==> src/hdl/lcsp_pkg.sv <==
// Package for the LCD-shared port block: register indexes, field layouts,
// reset values and operating-mode codes.
// Assumes a 32-bit AHB-Lite register bus; byte address is four times the index.
package lcsp_pkg;

    // Register indexes (byte address = index * 4)
    localparam logic [15:0] LCSP_IDX_PORTA_LATCH = 16'hffdd;
    localparam logic [15:0] LCSP_IDX_PORTA_DIR = 16'hffed;
    localparam logic [15:0] LCSP_IDX_PORT8_LATCH = 16'hffdb;
    localparam logic [15:0] LCSP_IDX_PORT8_DIR = 16'hffeb;
    localparam logic [15:0] LCSP_IDX_LCD_CTRL = 16'hffc0;
    localparam logic [15:0] LCSP_IDX_MODE = 16'hffc1;

    // Reset values
    localparam logic [7:0] LCSP_PORTA_LATCH_RST = 8'hf0;
    localparam logic [7:0] LCSP_PORTA_DIR_RST = 8'hf0;
    localparam logic [7:0] LCSP_PORT8_RST = 8'h00;
    localparam logic [7:0] LCSP_LCD_CTRL_RST = 8'h00;
    localparam logic [7:0] LCSP_WO_READ = 8'hff;
    localparam logic [3:0] LCSP_PORTA_UNUSED = 4'hf;

    // LCD port control layout: segment select in [3:0], expansion select at bit 4
    localparam int LCSP_SEG_LSB = 0;
    localparam int LCSP_SEG_MSB = 3;
    localparam int LCSP_EXP_BIT = 4;

    // Operating mode field in [2:0]
    localparam logic [2:0] LCSP_MODE_ACTIVE = 3'h0;
    localparam logic [2:0] LCSP_MODE_SUBACTIVE = 3'h1;
    localparam logic [2:0] LCSP_MODE_SLEEP = 3'h2;
    localparam logic [2:0] LCSP_MODE_SUBSLEEP = 3'h3;
    localparam logic [2:0] LCSP_MODE_WATCH = 3'h4;
    localparam logic [2:0] LCSP_MODE_STANDBY = 3'h5;

    // Read back a port: latch where the pin is an output, pin level where input
    function automatic logic [6:0] lcsp_port_read(input logic [6:0] dir, input logic [6:0] latch,
                                                  input logic [6:0] pin);
        lcsp_port_read = (dir & latch) | (~dir & pin);
    endfunction : lcsp_port_read

    typedef enum logic [1:0] {LCSP_PH_IDLE, LCSP_PH_WRITE, LCSP_PH_READ1, LCSP_PH_READ2} lcsp_phase_t;

endpackage : lcsp_pkg

==> src/hdl/lcsp_ahb_slave.sv <==
// AHB-Lite slave front end for the LCD-shared port block.
// Writes complete with no wait state; reads insert one wait state so that
// the read data leave a flip-flop. Response is always OKAY.
`timescale 1ns/100ps
`default_nettype none
module lcsp_ahb_slave
    import lcsp_pkg::*;
(
    // Clock and reset
    input wire logic hclk,
    input wire logic hresetn,
    // AHB-Lite
    input wire logic hsel,
    input wire logic [31:0] haddr,
    input wire logic [1:0] htrans,
    input wire logic hwrite,
    input wire logic [2:0] hsize,
    input wire logic [31:0] hwdata,
    input wire logic hready,
    output logic hreadyout,
    output logic hresp,
    output logic [31:0] hrdata,
    // Register side
    output logic [15:0] reg_idx,
    output logic reg_wr,
    output logic [7:0] reg_wdata,
    input wire logic [7:0] reg_rdata
);

    typedef struct packed {
        lcsp_phase_t phase;
        logic [15:0] idx;
        logic [7:0] rdata;
    } lcsp_slv_state_t;

    lcsp_slv_state_t state_reg;
    lcsp_slv_state_t state_next;
    logic take;

    ////////////////////////////////////////////////////////////////////////////
    assign hreadyout = (state_reg.phase != LCSP_PH_READ1);
    assign hresp = 1'b0;
    assign hrdata = {24'h0000_00, state_reg.rdata};
    assign reg_idx = state_reg.idx;
    assign reg_wr = (state_reg.phase == LCSP_PH_WRITE);
    assign reg_wdata = hwdata[7:0];
    // Only whole-word transfers are issued, so hsize is not decoded
    assign take = hsel && hready && htrans[1];

    always_comb begin
        state_next = state_reg;
        case (state_reg.phase)
            LCSP_PH_READ1: begin
                state_next.rdata = reg_rdata;
                state_next.phase = LCSP_PH_READ2;
            end
            default: begin
                state_next.phase = LCSP_PH_IDLE;
                if (take) begin
                    state_next.idx = haddr[17:2];
                    state_next.phase = hwrite ? LCSP_PH_WRITE : LCSP_PH_READ1;
                end
            end
        endcase
    end

    always_ff @(posedge hclk or negedge hresetn) begin
        if (!hresetn) begin
            state_reg <= '0;
        end else begin
            state_reg <= state_next;
        end
    end

endmodule : lcsp_ahb_slave
`default_nettype wire

==> src/hdl/lcsp_pin_mux.sv <==
// Function select for port 8 pins 6 to 0: general-purpose, LCD segment
// or LCD expansion output. Purely combinational.
`timescale 1ns/100ps
`default_nettype none
module lcsp_pin_mux
    import lcsp_pkg::*;
(
    // Control
    input wire logic [3:0] seg_sel,
    input wire logic exp_sel,
    input wire logic [6:0] dir,
    input wire logic [6:0] latch,
    // LCD controller signals
    input wire logic [6:0] seg_out,
    input wire logic second_latch_clock,
    input wire logic expansion_data,
    input wire logic alt_drive,
    // Resulting pin drive
    output logic [6:0] pin_out,
    output logic [6:0] pin_drive
);

    logic gpio_sel;

    assign gpio_sel = (seg_sel[3:1] == 3'h0);

    always_comb begin
        pin_out = latch;
        pin_drive = dir;
        if (exp_sel) begin
            pin_out[6:4] = {second_latch_clock, expansion_data, alt_drive};
            pin_drive[6:4] = 3'h7;
        end else if (!gpio_sel) begin
            pin_out[6:4] = seg_out[6:4];
            pin_drive[6:4] = 3'h7;
        end
        // Otherwise pins 6..4 follow direction and latch as set above.
        if (!gpio_sel) begin
            pin_out[3:0] = seg_out[3:0];
            pin_drive[3:0] = 4'hf;
        end
    end

endmodule : lcsp_pin_mux
`default_nettype wire

==> src/hdl/lcsp_top.sv <==
// Port 8 (pins 6 to 0, shared with LCD segment and expansion outputs) and
// port A (4 pins) general-purpose I/O with AHB-Lite register access.
// Assumes LCD signals come from logic on hclk; pins come from outside and are
// synchronised. Output enables are active low.
//
// How it works
// - Segment 000x, no expansion: pins 6-4 GPIO
// - Otherwise, no expansion: pins 6-4 drive segments 31-29
// - Expansion set: pins 6-4 drive latch clock, data, alternation
// - Pins 3-0: GPIO or segment n+25
// - Port 8 Hi-Z in reset/standby, held when sleeping
// - Port A is four pins, upper bits read one
// - Port A read: latch for outputs, pin for inputs
// - Port A direction bit one means output
// - Port A settings act only with segment field 0000
// - Port A latch and direction reset to F0
// - Port A direction reads all ones
`timescale 1ns/100ps
`default_nettype none
module lcsp_top
    import lcsp_pkg::*;
(
    // Clock and reset
    input wire logic hclk,
    input wire logic hresetn,
    // AHB-Lite
    input wire logic hsel,
    input wire logic [31:0] haddr,
    input wire logic [1:0] htrans,
    input wire logic hwrite,
    input wire logic [2:0] hsize,
    input wire logic [31:0] hwdata,
    input wire logic hready,
    output logic hreadyout,
    output logic hresp,
    output logic [31:0] hrdata,
    // LCD controller signals
    input wire logic [6:0] segment_out_31_25,
    input wire logic second_latch_clock,
    input wire logic expansion_data,
    input wire logic alt_drive,
    // Port 8 pins 6..0
    input wire logic [6:0] port8_pin_in,
    output logic [6:0] port8_pin_out,
    output logic [6:0] port8_pin_oe_n,
    // Port A pins 3..0
    input wire logic [3:0] porta_pin_in,
    output logic [3:0] porta_pin_out,
    output logic [3:0] porta_pin_oe_n
);

    typedef struct packed {
        logic [3:0] porta_output_latch;
        logic [3:0] porta_direction_reg;
        logic [6:0] port8_latch;
        logic [6:0] port8_direction_reg;
        logic [3:0] segment_select_field;
        logic lcd_expansion_select;
        logic [2:0] mode;
        logic [6:0] p8_sync1;
        logic [6:0] p8_sync2;
        logic [3:0] pa_sync1;
        logic [3:0] pa_sync2;
        logic [6:0] p8_out;
        logic [6:0] p8_oe_n;
        logic [3:0] pa_out;
        logic [3:0] pa_oe_n;
    } lcsp_state_t;

    lcsp_state_t state_reg;
    lcsp_state_t state_next;

    logic [15:0] reg_idx;
    logic reg_wr;
    logic [7:0] reg_wdata;
    logic [7:0] reg_rdata;
    logic [6:0] mux_out;
    logic [6:0] mux_drive;
    logic gpio_sel;
    logic pins_float;
    logic pins_hold;
    logic [6:0] pa_read;

    ////////////////////////////////////////////////////////////////////////////
    // Bus front end

    lcsp_ahb_slave u_slave (
        .hclk(hclk),
        .hresetn(hresetn),
        .hsel(hsel),
        .haddr(haddr),
        .htrans(htrans),
        .hwrite(hwrite),
        .hsize(hsize),
        .hwdata(hwdata),
        .hready(hready),
        .hreadyout(hreadyout),
        .hresp(hresp),
        .hrdata(hrdata),
        .reg_idx(reg_idx),
        .reg_wr(reg_wr),
        .reg_wdata(reg_wdata),
        .reg_rdata(reg_rdata)
    );

    ////////////////////////////////////////////////////////////////////////////
    // Port 8 function select

    lcsp_pin_mux u_mux (
        .seg_sel(state_reg.segment_select_field),
        .exp_sel(state_reg.lcd_expansion_select),
        .dir(state_reg.port8_direction_reg),
        .latch(state_reg.port8_latch),
        .seg_out(segment_out_31_25),
        .second_latch_clock(second_latch_clock),
        .expansion_data(expansion_data),
        .alt_drive(alt_drive),
        .pin_out(mux_out),
        .pin_drive(mux_drive)
    );

    ////////////////////////////////////////////////////////////////////////////
    // Read data

    // Port A pins are general-purpose only with the whole segment field clear
    assign gpio_sel = (state_reg.segment_select_field == 4'h0);

    // Port A read-back, widened to the shared seven-bit helper
    assign pa_read = lcsp_port_read({3'h0, state_reg.porta_direction_reg}, {3'h0, state_reg.porta_output_latch},
                                    {3'h0, state_reg.pa_sync2});

    always_comb begin
        reg_rdata = 8'h00;
        case (reg_idx)
            LCSP_IDX_PORTA_LATCH: begin
                reg_rdata = {LCSP_PORTA_UNUSED, pa_read[3:0]};
            end
            LCSP_IDX_PORTA_DIR: begin
                reg_rdata = LCSP_WO_READ;
            end
            LCSP_IDX_PORT8_LATCH: begin
                reg_rdata = {1'b0, lcsp_port_read(state_reg.port8_direction_reg, state_reg.port8_latch,
                             state_reg.p8_sync2)};
            end
            LCSP_IDX_PORT8_DIR: begin
                reg_rdata = LCSP_WO_READ;
            end
            LCSP_IDX_LCD_CTRL: begin
                reg_rdata = {3'h0, state_reg.lcd_expansion_select, state_reg.segment_select_field};
            end
            LCSP_IDX_MODE: begin
                reg_rdata = {5'h00, state_reg.mode};
            end
            default: begin
                reg_rdata = 8'h00;
            end
        endcase
    end

    ////////////////////////////////////////////////////////////////////////////
    // Next state

    assign pins_float = (state_reg.mode == LCSP_MODE_STANDBY);
    assign pins_hold = (state_reg.mode == LCSP_MODE_SLEEP) || (state_reg.mode == LCSP_MODE_SUBSLEEP)
                       || (state_reg.mode == LCSP_MODE_WATCH);

    always_comb begin
        state_next = state_reg;
        // Two-flop synchronisers on the pin inputs
        state_next.p8_sync1 = port8_pin_in;
        state_next.p8_sync2 = state_reg.p8_sync1;
        state_next.pa_sync1 = porta_pin_in;
        state_next.pa_sync2 = state_reg.pa_sync1;

        if (reg_wr) begin
            case (reg_idx)
                LCSP_IDX_PORTA_LATCH: begin
                    state_next.porta_output_latch = reg_wdata[3:0];
                end
                LCSP_IDX_PORTA_DIR: begin
                    state_next.porta_direction_reg = reg_wdata[3:0];
                end
                LCSP_IDX_PORT8_LATCH: begin
                    state_next.port8_latch = reg_wdata[6:0];
                end
                LCSP_IDX_PORT8_DIR: begin
                    state_next.port8_direction_reg = reg_wdata[6:0];
                end
                LCSP_IDX_LCD_CTRL: begin
                    state_next.segment_select_field = reg_wdata[LCSP_SEG_MSB:LCSP_SEG_LSB];
                    state_next.lcd_expansion_select = reg_wdata[LCSP_EXP_BIT];
                end
                LCSP_IDX_MODE: begin
                    state_next.mode = reg_wdata[2:0];
                end
                default: begin
                end
            endcase
        end

        // Port 8 pin drive; sleeping modes freeze the last drive so the panel
        // keeps its picture without the LCD logic running
        if (pins_float) begin
            state_next.p8_oe_n = 7'h7f;
        end else if (!pins_hold) begin
            state_next.p8_out = mux_out;
            state_next.p8_oe_n = ~mux_drive;
        end

        // Port A drive; released while the LCD side owns the pins
        if (gpio_sel) begin
            state_next.pa_out = state_reg.porta_output_latch;
            state_next.pa_oe_n = ~state_reg.porta_direction_reg;
        end else begin
            state_next.pa_oe_n = 4'hf;
        end
    end

    always_ff @(posedge hclk or negedge hresetn) begin
        if (!hresetn) begin
            state_reg <= '0;
            state_reg.porta_output_latch <= LCSP_PORTA_LATCH_RST[3:0];
            state_reg.porta_direction_reg <= LCSP_PORTA_DIR_RST[3:0];
            state_reg.port8_latch <= LCSP_PORT8_RST[6:0];
            state_reg.port8_direction_reg <= LCSP_PORT8_RST[6:0];
            state_reg.segment_select_field <= LCSP_LCD_CTRL_RST[3:0];
            state_reg.mode <= LCSP_MODE_ACTIVE;
            state_reg.p8_oe_n <= 7'h7f;
            state_reg.pa_oe_n <= 4'hf;
        end else begin
            state_reg <= state_next;
        end
    end

    assign port8_pin_out = state_reg.p8_out;
    assign port8_pin_oe_n = state_reg.p8_oe_n;
    assign porta_pin_out = state_reg.pa_out;
    assign porta_pin_oe_n = state_reg.pa_oe_n;

endmodule : lcsp_top
`default_nettype wire

==> config.mk <==
export PLATFORM = sky130hd
export DESIGN_NAME = lcsp_top
export DESIGN_NICKNAME = d
export VERILOG_FILES = /design/src/hdl/lcsp_pkg.sv /design/src/hdl/lcsp_ahb_slave.sv /design/src/hdl/lcsp_pin_mux.sv /design/src/hdl/lcsp_top.sv
export SDC_FILE = /design/constraint.sdc
export NUM_CORES = 1
export LEC_CHECK = 0
export BUFFER_PORTS_ARGS = -buffer_cell sky130_fd_sc_hd__buf_2
export CAP_MARGIN = 20
export CELL_PAD_IN_SITES_DETAIL_PLACEMENT = 0
export CELL_PAD_IN_SITES_GLOBAL_PLACEMENT = 1
export CORE_MARGIN = 2
export CORE_UTILIZATION = 36
export DETAILED_ROUTE_END_ITERATION = 10
export PLACE_DENSITY_LB_ADDON = 0.05
export SYNTH_ARGS = -nofsm -noshare
export SYNTH_HDL_FRONTEND = slang
export SYNTH_SLANG_ARGS = --single-unit
==> constraint.sdc <==
create_clock -name hclk -period 1.7 [get_ports hclk]
set_input_delay 0.255 -clock hclk [delete_from_list [all_inputs] [get_ports hclk]]
set_output_delay 0.255 -clock hclk [all_outputs]
set_load 0.02 [all_outputs]
==> results.md, run 1 <==
* Critical Path Fanout Max at 5
* Final Hold Viols at 0
* Worst setup margin at -0.0121 ns
* Initial Util at 0.372
* Max Slew Vio Count at 0
* Min-Delay Path Depth at 1
* Cell taking the most area after synthesis: dfrtp_1
* Outcome: finished with violations
* WP data required at 1.93 ns
* Setup TNS at -0.0250 ns
* CTS tree: yes
* Multi-input logic area at 0.00167 mm²
* # fillers at 1,182
* Final setup fails at 5
* Tmin final at 1.71 ns
* EDFF count, synth at 0
* First-pass GRT wire length at 14,800 µm
* Core area at 0.0121 mm²
* Vias in the first global route at 2,749
* Grt total ovfl at 0
* Count leader, synth: dfrtp_1
* Clock Root Buffer: clkbuf_16
* Largest net degree at the start of global routing at 34
* FMAX at 0.584 GHz
* Synth unique cells at 43
* Avg WL per Cell at 15.2 µm
* Detailed Place HPWL at 6790 µm
* Io pins at 151
* Post-route clock period utilization at 1.01
* Drt first pass iters at 4
* Skew-Pair Late Insertion Delay at 0.34 ns
* Clock Tree Buf Depth at 2
* Leakage dissipation at 2.56 nW
* Synthesis Warnings at 0
* Async SR Flop Fraction at 1.00
* Crit path DAT at 1.94 ns
* Site Rows at 40
* Top cells by area, synth: dfrtp_1 (49%), mux2_2 (12%), buf_4 (9.2%)
* Post-synth top area share at 0.495
* Crit. End Element: register
* Reg clk slew, reported paths at 0.06 ns
* Via-to-Cell Ratio at 4.46
* Synth Register Bits at 100
* Final Skew at 0.00531 ns
* Layout area overhead at 20.2%
* Top_reg_cell synth: dfrtp_1
* Synthesized instance count at 346
* Die Span Y at 116 µm
* Clk sinks at 100
* ANT cells at 0
* Initial drt markers at 109
* Total Wirelength at 9200 µm
* Final Wtd Congestion at 0.746
* MaxCap Viol Count at 0
* Worst setup path class: register to register
* Violated checks: setup timing
* Total CTS buffers at 9
* Seq. cell area at 0.00252 mm²
* Post-synth top cells: dfrtp_1 (89), buf_4 (55), mux2_2 (48)
* Buffers added on ports at 80
* Setup crit start kind: register
* Layout cells sized above 1 at 0.475
* Via count at 2,693
* Gr usage total at 0.148
* Post-Route Utilization at 0.447
* Die area at 0.0134 mm²
* Synth Cell Area at 0.00450 mm²
* Cells on worst reg2reg path at 4
* Seq/Total Area, Yosys at 0.559
* Initial antenna violation count at 0
* H-tree Lvls at 3
* DRC at 0
* Worst vdd ir at 0.542 mV
* Final nets at 526
* Mean Syn Cell Area at 13.0 µm²
* Hold Crit Class: input pin to register
* Final ANT Viol Nets at 0
* Pwr Density at 1140 mW/mm²
* RSZ-0062 raised after global routing: true
* Width of the die at 116 µm
* Max FFs per register at 41
## worst max-delay path, cell delays in order, from the launching register on
cell	delay [ns]
dfrtp_1	0.37
or4_4	0.58
nor2_8	0.16
nand3b_4	0.15
mux2_4	0.33
## cells in the final DEF, fill, tap and decap left out, drive strengths merged, types with 2 or more instances in the layout
cell type,synthesis,final
nor4b,2,2
nor3,6,6
o22ai,5,5
clkbuf,5,11
buf,60,109
nand3,4,4
a221oi,3,3
a21boi,2,2
a31oi,2,2
mux2,58,58
nor2b,3,3
xnor2,2,2
dfstp,11,11
clkinv,1,4
dfrtp,89,89
nor2,11,11
nand4b,4,4
nand2,20,20
nand4,7,7
dlygate4sd3,0,6
inv,2,2
o21ai,14,14
mux2i,17,17
conb,1,25
o22a,7,7
## cell families (layout without fill, tap and decap cells)
logic type	count (synthesis)	count (layout)	share of synthesized area
muxes	75	75	0.187
other	1	25	0.000833
buffers and inverters	68	134	0.104
and+or+nand+nor	63	63	0.0892
AOI/OAI and AO/OA	36	36	0.0545
DFF	100	100	0.559
xor gates and xnor gates	3	3	0.00584
## path summary, 6_finish.rpt
| kind | from | end | slack [ns] |
|---|---|---|---|
| worst min-delay path | port8_pin_in[0] | state_next[30] | 0.02 |
| worst max register to register | u_slave.reg_idx[1] | state_reg[49] | -0.01 |
| min in group asynchronous | hresetn | port8_pin_out[5] | 0.42 |
| max in group asynchronous | hresetn | port8_pin_oe_n[3] | 0.67 |
| worst min register to register | state_next[25] | state_reg[25] | 0.35 |
| worst max-delay path | u_slave.reg_idx[1] | state_reg[49] | -0.01 |
## through the flow
stage               power (mW)  worst slack (ns)  hold WS [ns]  instances  area [µm²]
floorplan                 3.88           -0.0135       -0.0406        370        4590
global placement          4.22           -0.0454         0.244        578        4970
detailed placement        4.23           -0.0759         0.250        578        4970
CTS                       6.27           -0.0199       0.00223        601        5340
global route              6.56           -0.0579     0.0000173        604        5410
finish                    6.19           -0.0121        0.0175        604        5410
## cell type report
cell class | count | share of cell area
inverters | 3 | 0.00231
flip-flops and latches | 100 | 0.465
well taps | 168 | 0.0388
clock inverters | 5 | 0.00971
clock buffers | 11 | 0.0430
multi-input cells | 202 | 0.308
repair buffers | 115 | 0.133
## routing by layer
layer,vias to the layer above,share of wire,track usage
met3,13,0.052,0.0319
met4,0,0.021,0.0690
met2,75,0.45,0.227
met5,-,0,0
li1,1314,-,-
met1,1291,0.48,0.201
## report_power, final
part           total (mW)  internal [mW]  switching [mW]
combinational        1.35          0.615           0.737
sequential           2.87           2.70           0.169
clock                1.98           1.13           0.842
## timing repair
item / 4_1_cts / 5_1_grt
buffers inserted: 1 / 3
pin swaps: 1 / 2
resized for setup: 3 / 11
endpoints found under the setup margin: 19 / 31
endpoints found under the hold margin: 28 / 0
hold buffers: 6 / 0
Note: power is estimated with default switching activity, not from simulation.
==> run 2, diff against run 1 <==
--- a/config.mk
+++ b/config.mk
@@ -10,7 +10,7 @@
 export CELL_PAD_IN_SITES_DETAIL_PLACEMENT = 0
 export CELL_PAD_IN_SITES_GLOBAL_PLACEMENT = 1
 export CORE_MARGIN = 2
-export CORE_UTILIZATION = 36
+export CORE_UTILIZATION = 42
 export DETAILED_ROUTE_END_ITERATION = 10
 export PLACE_DENSITY_LB_ADDON = 0.05
 export SYNTH_ARGS = -nofsm -noshare
==> constraint.sdc (replaced) <==
create_clock -name hclk -period 2.17 [get_ports hclk]
set_input_delay 0.3255 -clock hclk [delete_from_list [all_inputs] [get_ports hclk]]
set_output_delay 0.3255 -clock hclk [all_outputs]
set_load 0.02 [all_outputs]
==> run 2 against run 1 <==
  * Count of clock-buffer cells in the layout is the same
  * Sequential power shrank 21%
  * Utilization grew 3.9 points
  * Register-to-register slack gained 0.34 ns
  * The run now ends clean
  * Die area shrank 14%
  * Largest cell class unchanged
  * First-iteration DRC count grew 34%
  * Critical path depth shrank 1
  * Clock power shrank 39%
  * Global-route usage grew 1.2 points
  * Clock skew grew 0.0048 ns
  * Hold slack gained 0.045 ns
==> results.md, run 2 (same netlist as run 1, synthesis figures left out) <==
* Outcome: complete, no violations (was finished with violations)
* Sw frac at 0.298 (was 0.282)
* Die area at 0.0116 mm² (was 0.0134 mm²)
* Grt total ovfl at 0 (unchanged)
* Layout area overhead at 11.9% (was 20.2%)
* Comb pwr share at 0.210 (was 0.218)
* Via count at 2,670 (was 2,693)
* Post-Route Utilization at 0.486 (was 0.447)
* Total CTS buffers at 9 (unchanged)
* Max stage delay on crit path at 0.38 ns (was 0.58 ns)
* Leakage dissipation at 2.38 nW (was 2.56 nW)
* Clock Tree Buf Depth at 2 (unchanged)
* Skew-Pair Late Insertion Delay at 0.36 ns (was 0.34 ns)
* CP max-delay cell: dfrtp_1 (was or4_4)
* Post-route clock period utilization at 0.931
* Buffers added on ports at 80 (unchanged)
* Max Slew Vio Count at 0 (unchanged)
* Power share of the sequential group at 0.516 (was 0.463)
* MaxCap Viol Count at 0 (unchanged)
* WP buf/inv at 2 (was 0)
* Critical Path Fanout Max at 10 (was 5)
* Total Wirelength at 8640 µm (was 9200 µm)
* Top delay family on crit path: buffers and inverters (was simple AND/OR/NAND/NOR gates)
* Crit. End Element: output port (was register)
* Pint at 3.09 mW (was 4.45 mW)
* Multi-input logic area at 0.00161 mm² (was 0.00167 mm²)
* Width of the die at 108 µm (was 116 µm)
* Sw Pwr at 1.31 mW (was 1.75 mW)
* ANT cells at 0 (unchanged)
* Most frequent cells in the layout: dfrtp_1 (89), buf_2 (79), mux2_2 (48) (unchanged)
* Max FFs per register at 41 (unchanged)
* # fillers at 1,013 (was 1,182)
* Gr usage total at 0.160 (was 0.148)
* CTS tree: yes (unchanged)
* WP data required at 1.84 ns (was 1.93 ns)
* H-tree Lvls at 3 (unchanged)
* Clock power frac at 0.274 (was 0.319)
* Clk sinks at 100 (unchanged)
* Tmin final at 2.02 ns
* Post-route cell area at 0.00504 mm² (was 0.00541 mm²)
* Crit path DAT at 1.70 ns (was 1.94 ns)
* Layout cells sized above 1 at 0.440 (was 0.475)
* DP Area at 0.00483 mm² (was 0.00497 mm²)
* Final setup fails at 0 (was 5)
* Max Used Layer: met4 (unchanged)
* Seq. cell area at 0.00252 mm² (unchanged)
* Initial antenna violation count at 0 (unchanged)
* Most common cell after layout, fill and taps aside: dfrtp_1 (unchanged)
* First-pass GRT wire length at 14,100 µm (was 14,800 µm)
* Final Hold Viols at 0 (unchanged)
* WL met2 at 3910 µm (was 4160 µm)
* Rel. slew slack at 0.527
* Avg WL per Cell at 15.7 µm (was 15.2 µm)
* Site Rows at 37 (was 40)
* Final ANT Viol Nets at 0 (unchanged)
* Detailed Place HPWL at 6280 µm (was 6790 µm)
* FMAX at 0.495 GHz
* Io pins at 151 (unchanged)
* Hold Crit Class: input pin to register (unchanged)
* Worst vdd ir at 0.483 mV (was 0.542 mV)
* Final Wtd Congestion at 0.809 (was 0.746)
* Met3 wire length at 489 µm (was 479 µm)
* Core area at 0.0104 mm² (was 0.0121 mm²)
* RSZ-0062 raised after global routing: false (was true)
* Die Span Y at 108 µm (was 116 µm)
* Initial drt markers at 146 (was 109)
* Initial Util at 0.434 (was 0.372)
* Largest net degree at the start of global routing at 46 (was 34)
* Reg clk slew, reported paths at 0.10 ns (was 0.06 ns)
* Met1 wire length at 4170 µm (was 4370 µm)
* Pwr Density at 873 mW/mm² (was 1140 mW/mm²)
* Via-to-Cell Ratio at 4.84 (was 4.46)
* Drt first pass iters at 4 (unchanged)
* Setup TNS at 0 ns (was -0.0250 ns)
* CTS resizes at 0 (was 3)
* DRC at 0 (unchanged)
* Setup crit start kind: register (unchanged)
* CP cell instances: nor2b_1 > clkinv_1 > buf_2 (was or4_4 > nor2_8 > nand3b_4 > mux2_4)
* Clock Root Buffer: clkbuf_8 (was clkbuf_16)
* Final Skew at 0.0101 ns (was 0.00531 ns)
* Worst setup path class: register to output port (was register to register)
* Least-Margin Pin Slew at 0.690 ns
* Vias in the first global route at 2,647 (was 2,749)
* Final nets at 506 (was 526)
-- run 2: changes by cell type in the layout (fill, tap and decap cells not counted), moves of 4 or more --
cell	delta
clkbuf_8	+10
mux2_4	-4
clkbuf_16	-9
mux2_1	+4
dlygate4sd3_1	-5
buf_4	-12
-- run 2: final timing paths --
| path | cells past startpoint | slack (ns) | startpoint | to |
|---|---|---|---|---|
| setup / recovery | 3 | 0.15 | u_slave.state_reg[24] | hreadyout |
| hold / removal | 1 | 0.06 | port8_pin_in[5] | state_next[35] |
| setup reg to reg | 4 | 0.33 | u_slave.reg_idx[2] | state_reg[49] |
| hold reg to reg | 0 | 0.34 | state_next[32] | state_reg[32] |
| max in group asynchronous | 3 | 1.06 | hresetn | porta_pin_oe_n[3] |
| min in group asynchronous | 2 | 0.44 | hresetn | port8_pin_out[5] |
-- run 2: routing by layer --
layer	GRT usage	vias to the layer above
met5	0	-
met4	0.0357	0
met3	0.0472	6
met2	0.246	78
met1	0.226	1313
li1	-	1273
-- run 2: stage by stage --
stage / power (mW) / setup slack, ns / hold slack (ns) / cells
2_1_floorplan: 3.04 / 0.455 / 0.0299 / 370
3_3_place_gp: 3.23 / 0.357 / 0.301 / 535
3_5_place_dp: 3.24 / 0.352 / 0.311 / 535
4_1_cts: 4.47 / 0.128 / 0.0416 / 552
5_1_grt: 4.66 / 0.0195 / 0.0345 / 552
6_report: 4.40 / 0.149 / 0.0624 / 552
-- run 2: worst reg2reg max path, stage by stage (launching register included) --
cell and delay (ns):
dfrtp_1 0.47, or4_4 0.59, nor2_8 0.19, nand3b_4 0.16
mux2_4 0.32
-- run 2: cell type report --
cell class	instances	share of cell area
Tap cell	136	0.0338
Inverter	3	0.00223
Clock inverter	5	0.0119
Multi-Input combinational cell	202	0.319
Sequential cell	100	0.499
Timing Repair Buffer	95	0.105
Clock buffer	11	0.0281
-- run 2: power by group through the flow --
stage          sequential, mW  combinational (mW)  clock (mW)
2_1_floorplan            2.26               0.781           0
5_1_grt                  2.30                1.02        1.34
4_1_cts                  2.27               0.939        1.26
6_report                 2.27               0.923        1.21
3_3_place_gp             2.30               0.925           0
3_5_place_dp             2.31               0.933           0
-- run 2: what timing repair did --
action                                 in CTS  in global routing
hold buffers                                1                  0
setup endpoints to repair                   0                  0
endpoints found under the hold margin      22                  0
setup buffers                               0                  0
==> run 3, diff against run 2 <==
--- a/config.mk
+++ b/config.mk
@@ -11,6 +11,7 @@
 export CELL_PAD_IN_SITES_GLOBAL_PLACEMENT = 1
 export CORE_MARGIN = 2
 export CORE_UTILIZATION = 42
+export CTS_BUF_LIST = sky130_fd_sc_hd__clkbuf_16
 export DETAILED_ROUTE_END_ITERATION = 10
 export PLACE_DENSITY_LB_ADDON = 0.05
 export SYNTH_ARGS = -nofsm -noshare
==> run 3 against run 2 <==
  * Global-route usage about the same
  * Sequential share of layout area decreased by 0.89 points
  * Count of clock-buffer cells in the layout decreased by 2
  * Design area increased by 1.8%
  * Clock power increased by 30%
  * Critical path depth unchanged
  * Worst setup slack improved by 0.035 ns
  * Clock skew decreased by 0.0038 ns
  * Wire length increased by 0.40%
  * Non-clock buffer count unchanged
  * Largest power group unchanged
  * First-iteration DRC count increased by 2.7%
  * Largest cell class unchanged
  * Via count increased by 0.37%
==> results.md, run 3 (same netlist as run 1, synthesis figures left out) <==
* WP data required at 1.84 ns (about the same)
* Crit path DAT at 1.66 ns (was 1.70 ns)
* Least-Margin Pin Slew at 0.704 ns (was 0.690 ns)
* Skew-Pair Late Insertion Delay at 0.34 ns (was 0.36 ns)
* First-pass GRT wire length at 14,100 µm (about the same)
* Detailed Place HPWL at 6280 µm (unchanged)
* Hold Crit Class: input pin to register (unchanged)
* CTS tree: yes (unchanged)
* # Post-CTS Setup Buffers at 0 (unchanged)
* Die area at 0.0116 mm² (unchanged)
* Final nets at 506 (unchanged)
* Largest net degree at the start of global routing at 46 (unchanged)
* Final Hold Viols at 0 (unchanged)
* Post-Route Utilization at 0.495 (was 0.486)
* Most common cell after layout, fill and taps aside: dfrtp_1 (unchanged)
* Most frequent cells in the layout: dfrtp_1 (89), buf_2 (79), mux2_2 (48) (unchanged)
* Hold buffer count at CTS at 1 (unchanged)
* Crit. End Element: output port (unchanged)
* Width of the die at 108 µm (unchanged)
* Pwr Density at 930 mW/mm² (was 873 mW/mm²)
* Worst vdd ir at 0.463 mV (was 0.483 mV)
* Avg WL per Cell at 15.7 µm (about the same)
* FMAX at 0.504 GHz (was 0.495 GHz)
* Cells on worst reg2reg path at 4 (unchanged)
* MaxCap Viol Count at 0 (unchanged)
* Setup TNS at 0 ns (unchanged)
* Final Skew at 0.00627 ns (was 0.0101 ns)
* Via-to-Cell Ratio at 4.86 (was 4.84)
* Site Rows at 37 (unchanged)
* Initial antenna violation count at 0 (unchanged)
* Initial Util at 0.434 (unchanged)
* Grt total ovfl at 0 (unchanged)
* Final Wtd Congestion at 0.809 (unchanged)
* Buffers added on ports at 80 (unchanged)
* Seq. cell area at 0.00252 mm² (unchanged)
* Reg-to-Reg Start: u_slave.reg_idx[2] (unchanged)
* Top delay family on crit path: buffers and inverters (unchanged)
* Outcome: complete, no violations (unchanged)
* Max FFs per register at 41 (unchanged)
* DRC at 0 (unchanged)
* Tmin final at 1.99 ns (was 2.02 ns)
* CP cell instances: nor2b_1 > clkinv_1 > buf_2 (unchanged)
* Drt first pass iters at 4 (unchanged)
* Total Wirelength at 8680 µm (was 8640 µm)
* Clock Root Buffer: clkbuf_16 (was clkbuf_8)
* Final ANT Viol Nets at 0 (unchanged)
* Critical Path Fanout Max at 10 (unchanged)
* Clock Tree Buf Depth at 2 (unchanged)
* Max Slew Vio Count at 0 (unchanged)
* # fillers at 993 (was 1,013)
* Crit. path cell count at 3 (unchanged)
* Die Span Y at 108 µm (unchanged)
* CP max-delay cell: dfrtp_1 (unchanged)
* Layout cells sized above 1 at 0.438 (was 0.440)
* Final setup fails at 0 (unchanged)
* H-tree Lvls at 3 (unchanged)
* Max stage delay on crit path at 0.37 ns (was 0.38 ns)
* Layout area overhead at 13.9% (was 11.9%)
* RSZ-0062 raised after global routing: false (unchanged)
* Multi-input logic area at 0.00161 mm² (unchanged)
* Clk sinks at 100 (unchanged)
* Via count at 2,680 (was 2,670)
* Initial drt markers at 150 (was 146)
* Worst setup path class: register to output port (unchanged)
* Total CTS buffers at 9 (unchanged)
* Leakage dissipation at 2.42 nW (was 2.38 nW)
* Io pins at 151 (unchanged)
* Hold slack final at 0.0906 ns (was 0.0624 ns)
* Reg clk slew, reported paths at 0.07 ns (was 0.10 ns)
* Gr usage total at 0.160 (about the same)
* Critical Path Sink: hreadyout (unchanged)
* Core area at 0.0104 mm² (unchanged)
* Post-route clock period utilization at 0.915 (was 0.931)
* Crit path from: u_slave.state_reg[24] (unchanged)
* FF-to-FF End: state_reg[50] (was state_reg[49])
* CTS resizes at 0 (unchanged)
* ANT cells at 0 (unchanged)
* R2R Setup Slk at 0.34 ns (was 0.33 ns)
* WP buf/inv at 2 (unchanged)
* Setup crit start kind: register (unchanged)
* Rel. slew slack at 0.517 (was 0.527)
* Vias in the first global route at 2,654 (was 2,647)
run 3: worst reg2reg max path: stages (launching register included):
cell	delay, ns
dfrtp_1	0.46
or4_4	0.59
nor2_8	0.19
nand3b_4	0.16
mux2_4	0.32
run 3: routing by layer:
metal | vias to the layer above | wire, µm | track usage
met2 | 78 | 3930 | 0.244
li1 | 1277 | - | -
met4 | 0 | 67 | 0.0385
met3 | 5 | 501 | 0.0454
met1 | 1320 | 4180 | 0.226
met5 | - | 0 | 0
run 3: area by class of cell:
type,count,area share
Clock buffer,9,0.0439
Timing Repair Buffer,95,0.103
Sequential cell,100,0.490
Multi-Input combinational cell,202,0.314
Clock inverter,7,0.0132
Inverter,3,0.00220
Tap cell,136,0.0332
run 3: report_power, final:
group          internal (mW)  switching [mW]  leakage [nW]
Clock                  0.890           0.684         0.145
Sequential              2.11           0.159          1.18
Combinational          0.408           0.518          1.10
Total                   3.41            1.36          2.42
run 3: worst min path at each step:
| stage | startpoint | endpoint | slack, ns | cells past startpoint |
|---|---|---|---|---|
| 2_1_floorplan | hresetn | port8_pin_out[0] | 0.03 | 0 |
| 3_3_place_gp | hresetn | port8_pin_out[5] | 0.30 | 1 |
| 3_5_place_dp | hresetn | port8_pin_out[5] | 0.31 | 1 |
| 4_1_cts | porta_pin_in[3] | state_next[25] | 0.08 | 1 |
| 5_1_grt | porta_pin_in[2] | state_next[24] | 0.07 | 1 |
| 6_report | port8_pin_in[5] | state_next[35] | 0.09 | 1 |
run 3: metrics by stage:
step                total power, mW  cells  worst slack, ns  area, µm²
floorplan                      3.04    370            0.455       4590
global placement               3.23    535            0.357       4830
detailed placement             3.24    535            0.352       4830
CTS                            4.84    552            0.171       5130
global route                   5.03    552           0.0628       5130
finish                         4.77    552            0.184       5130
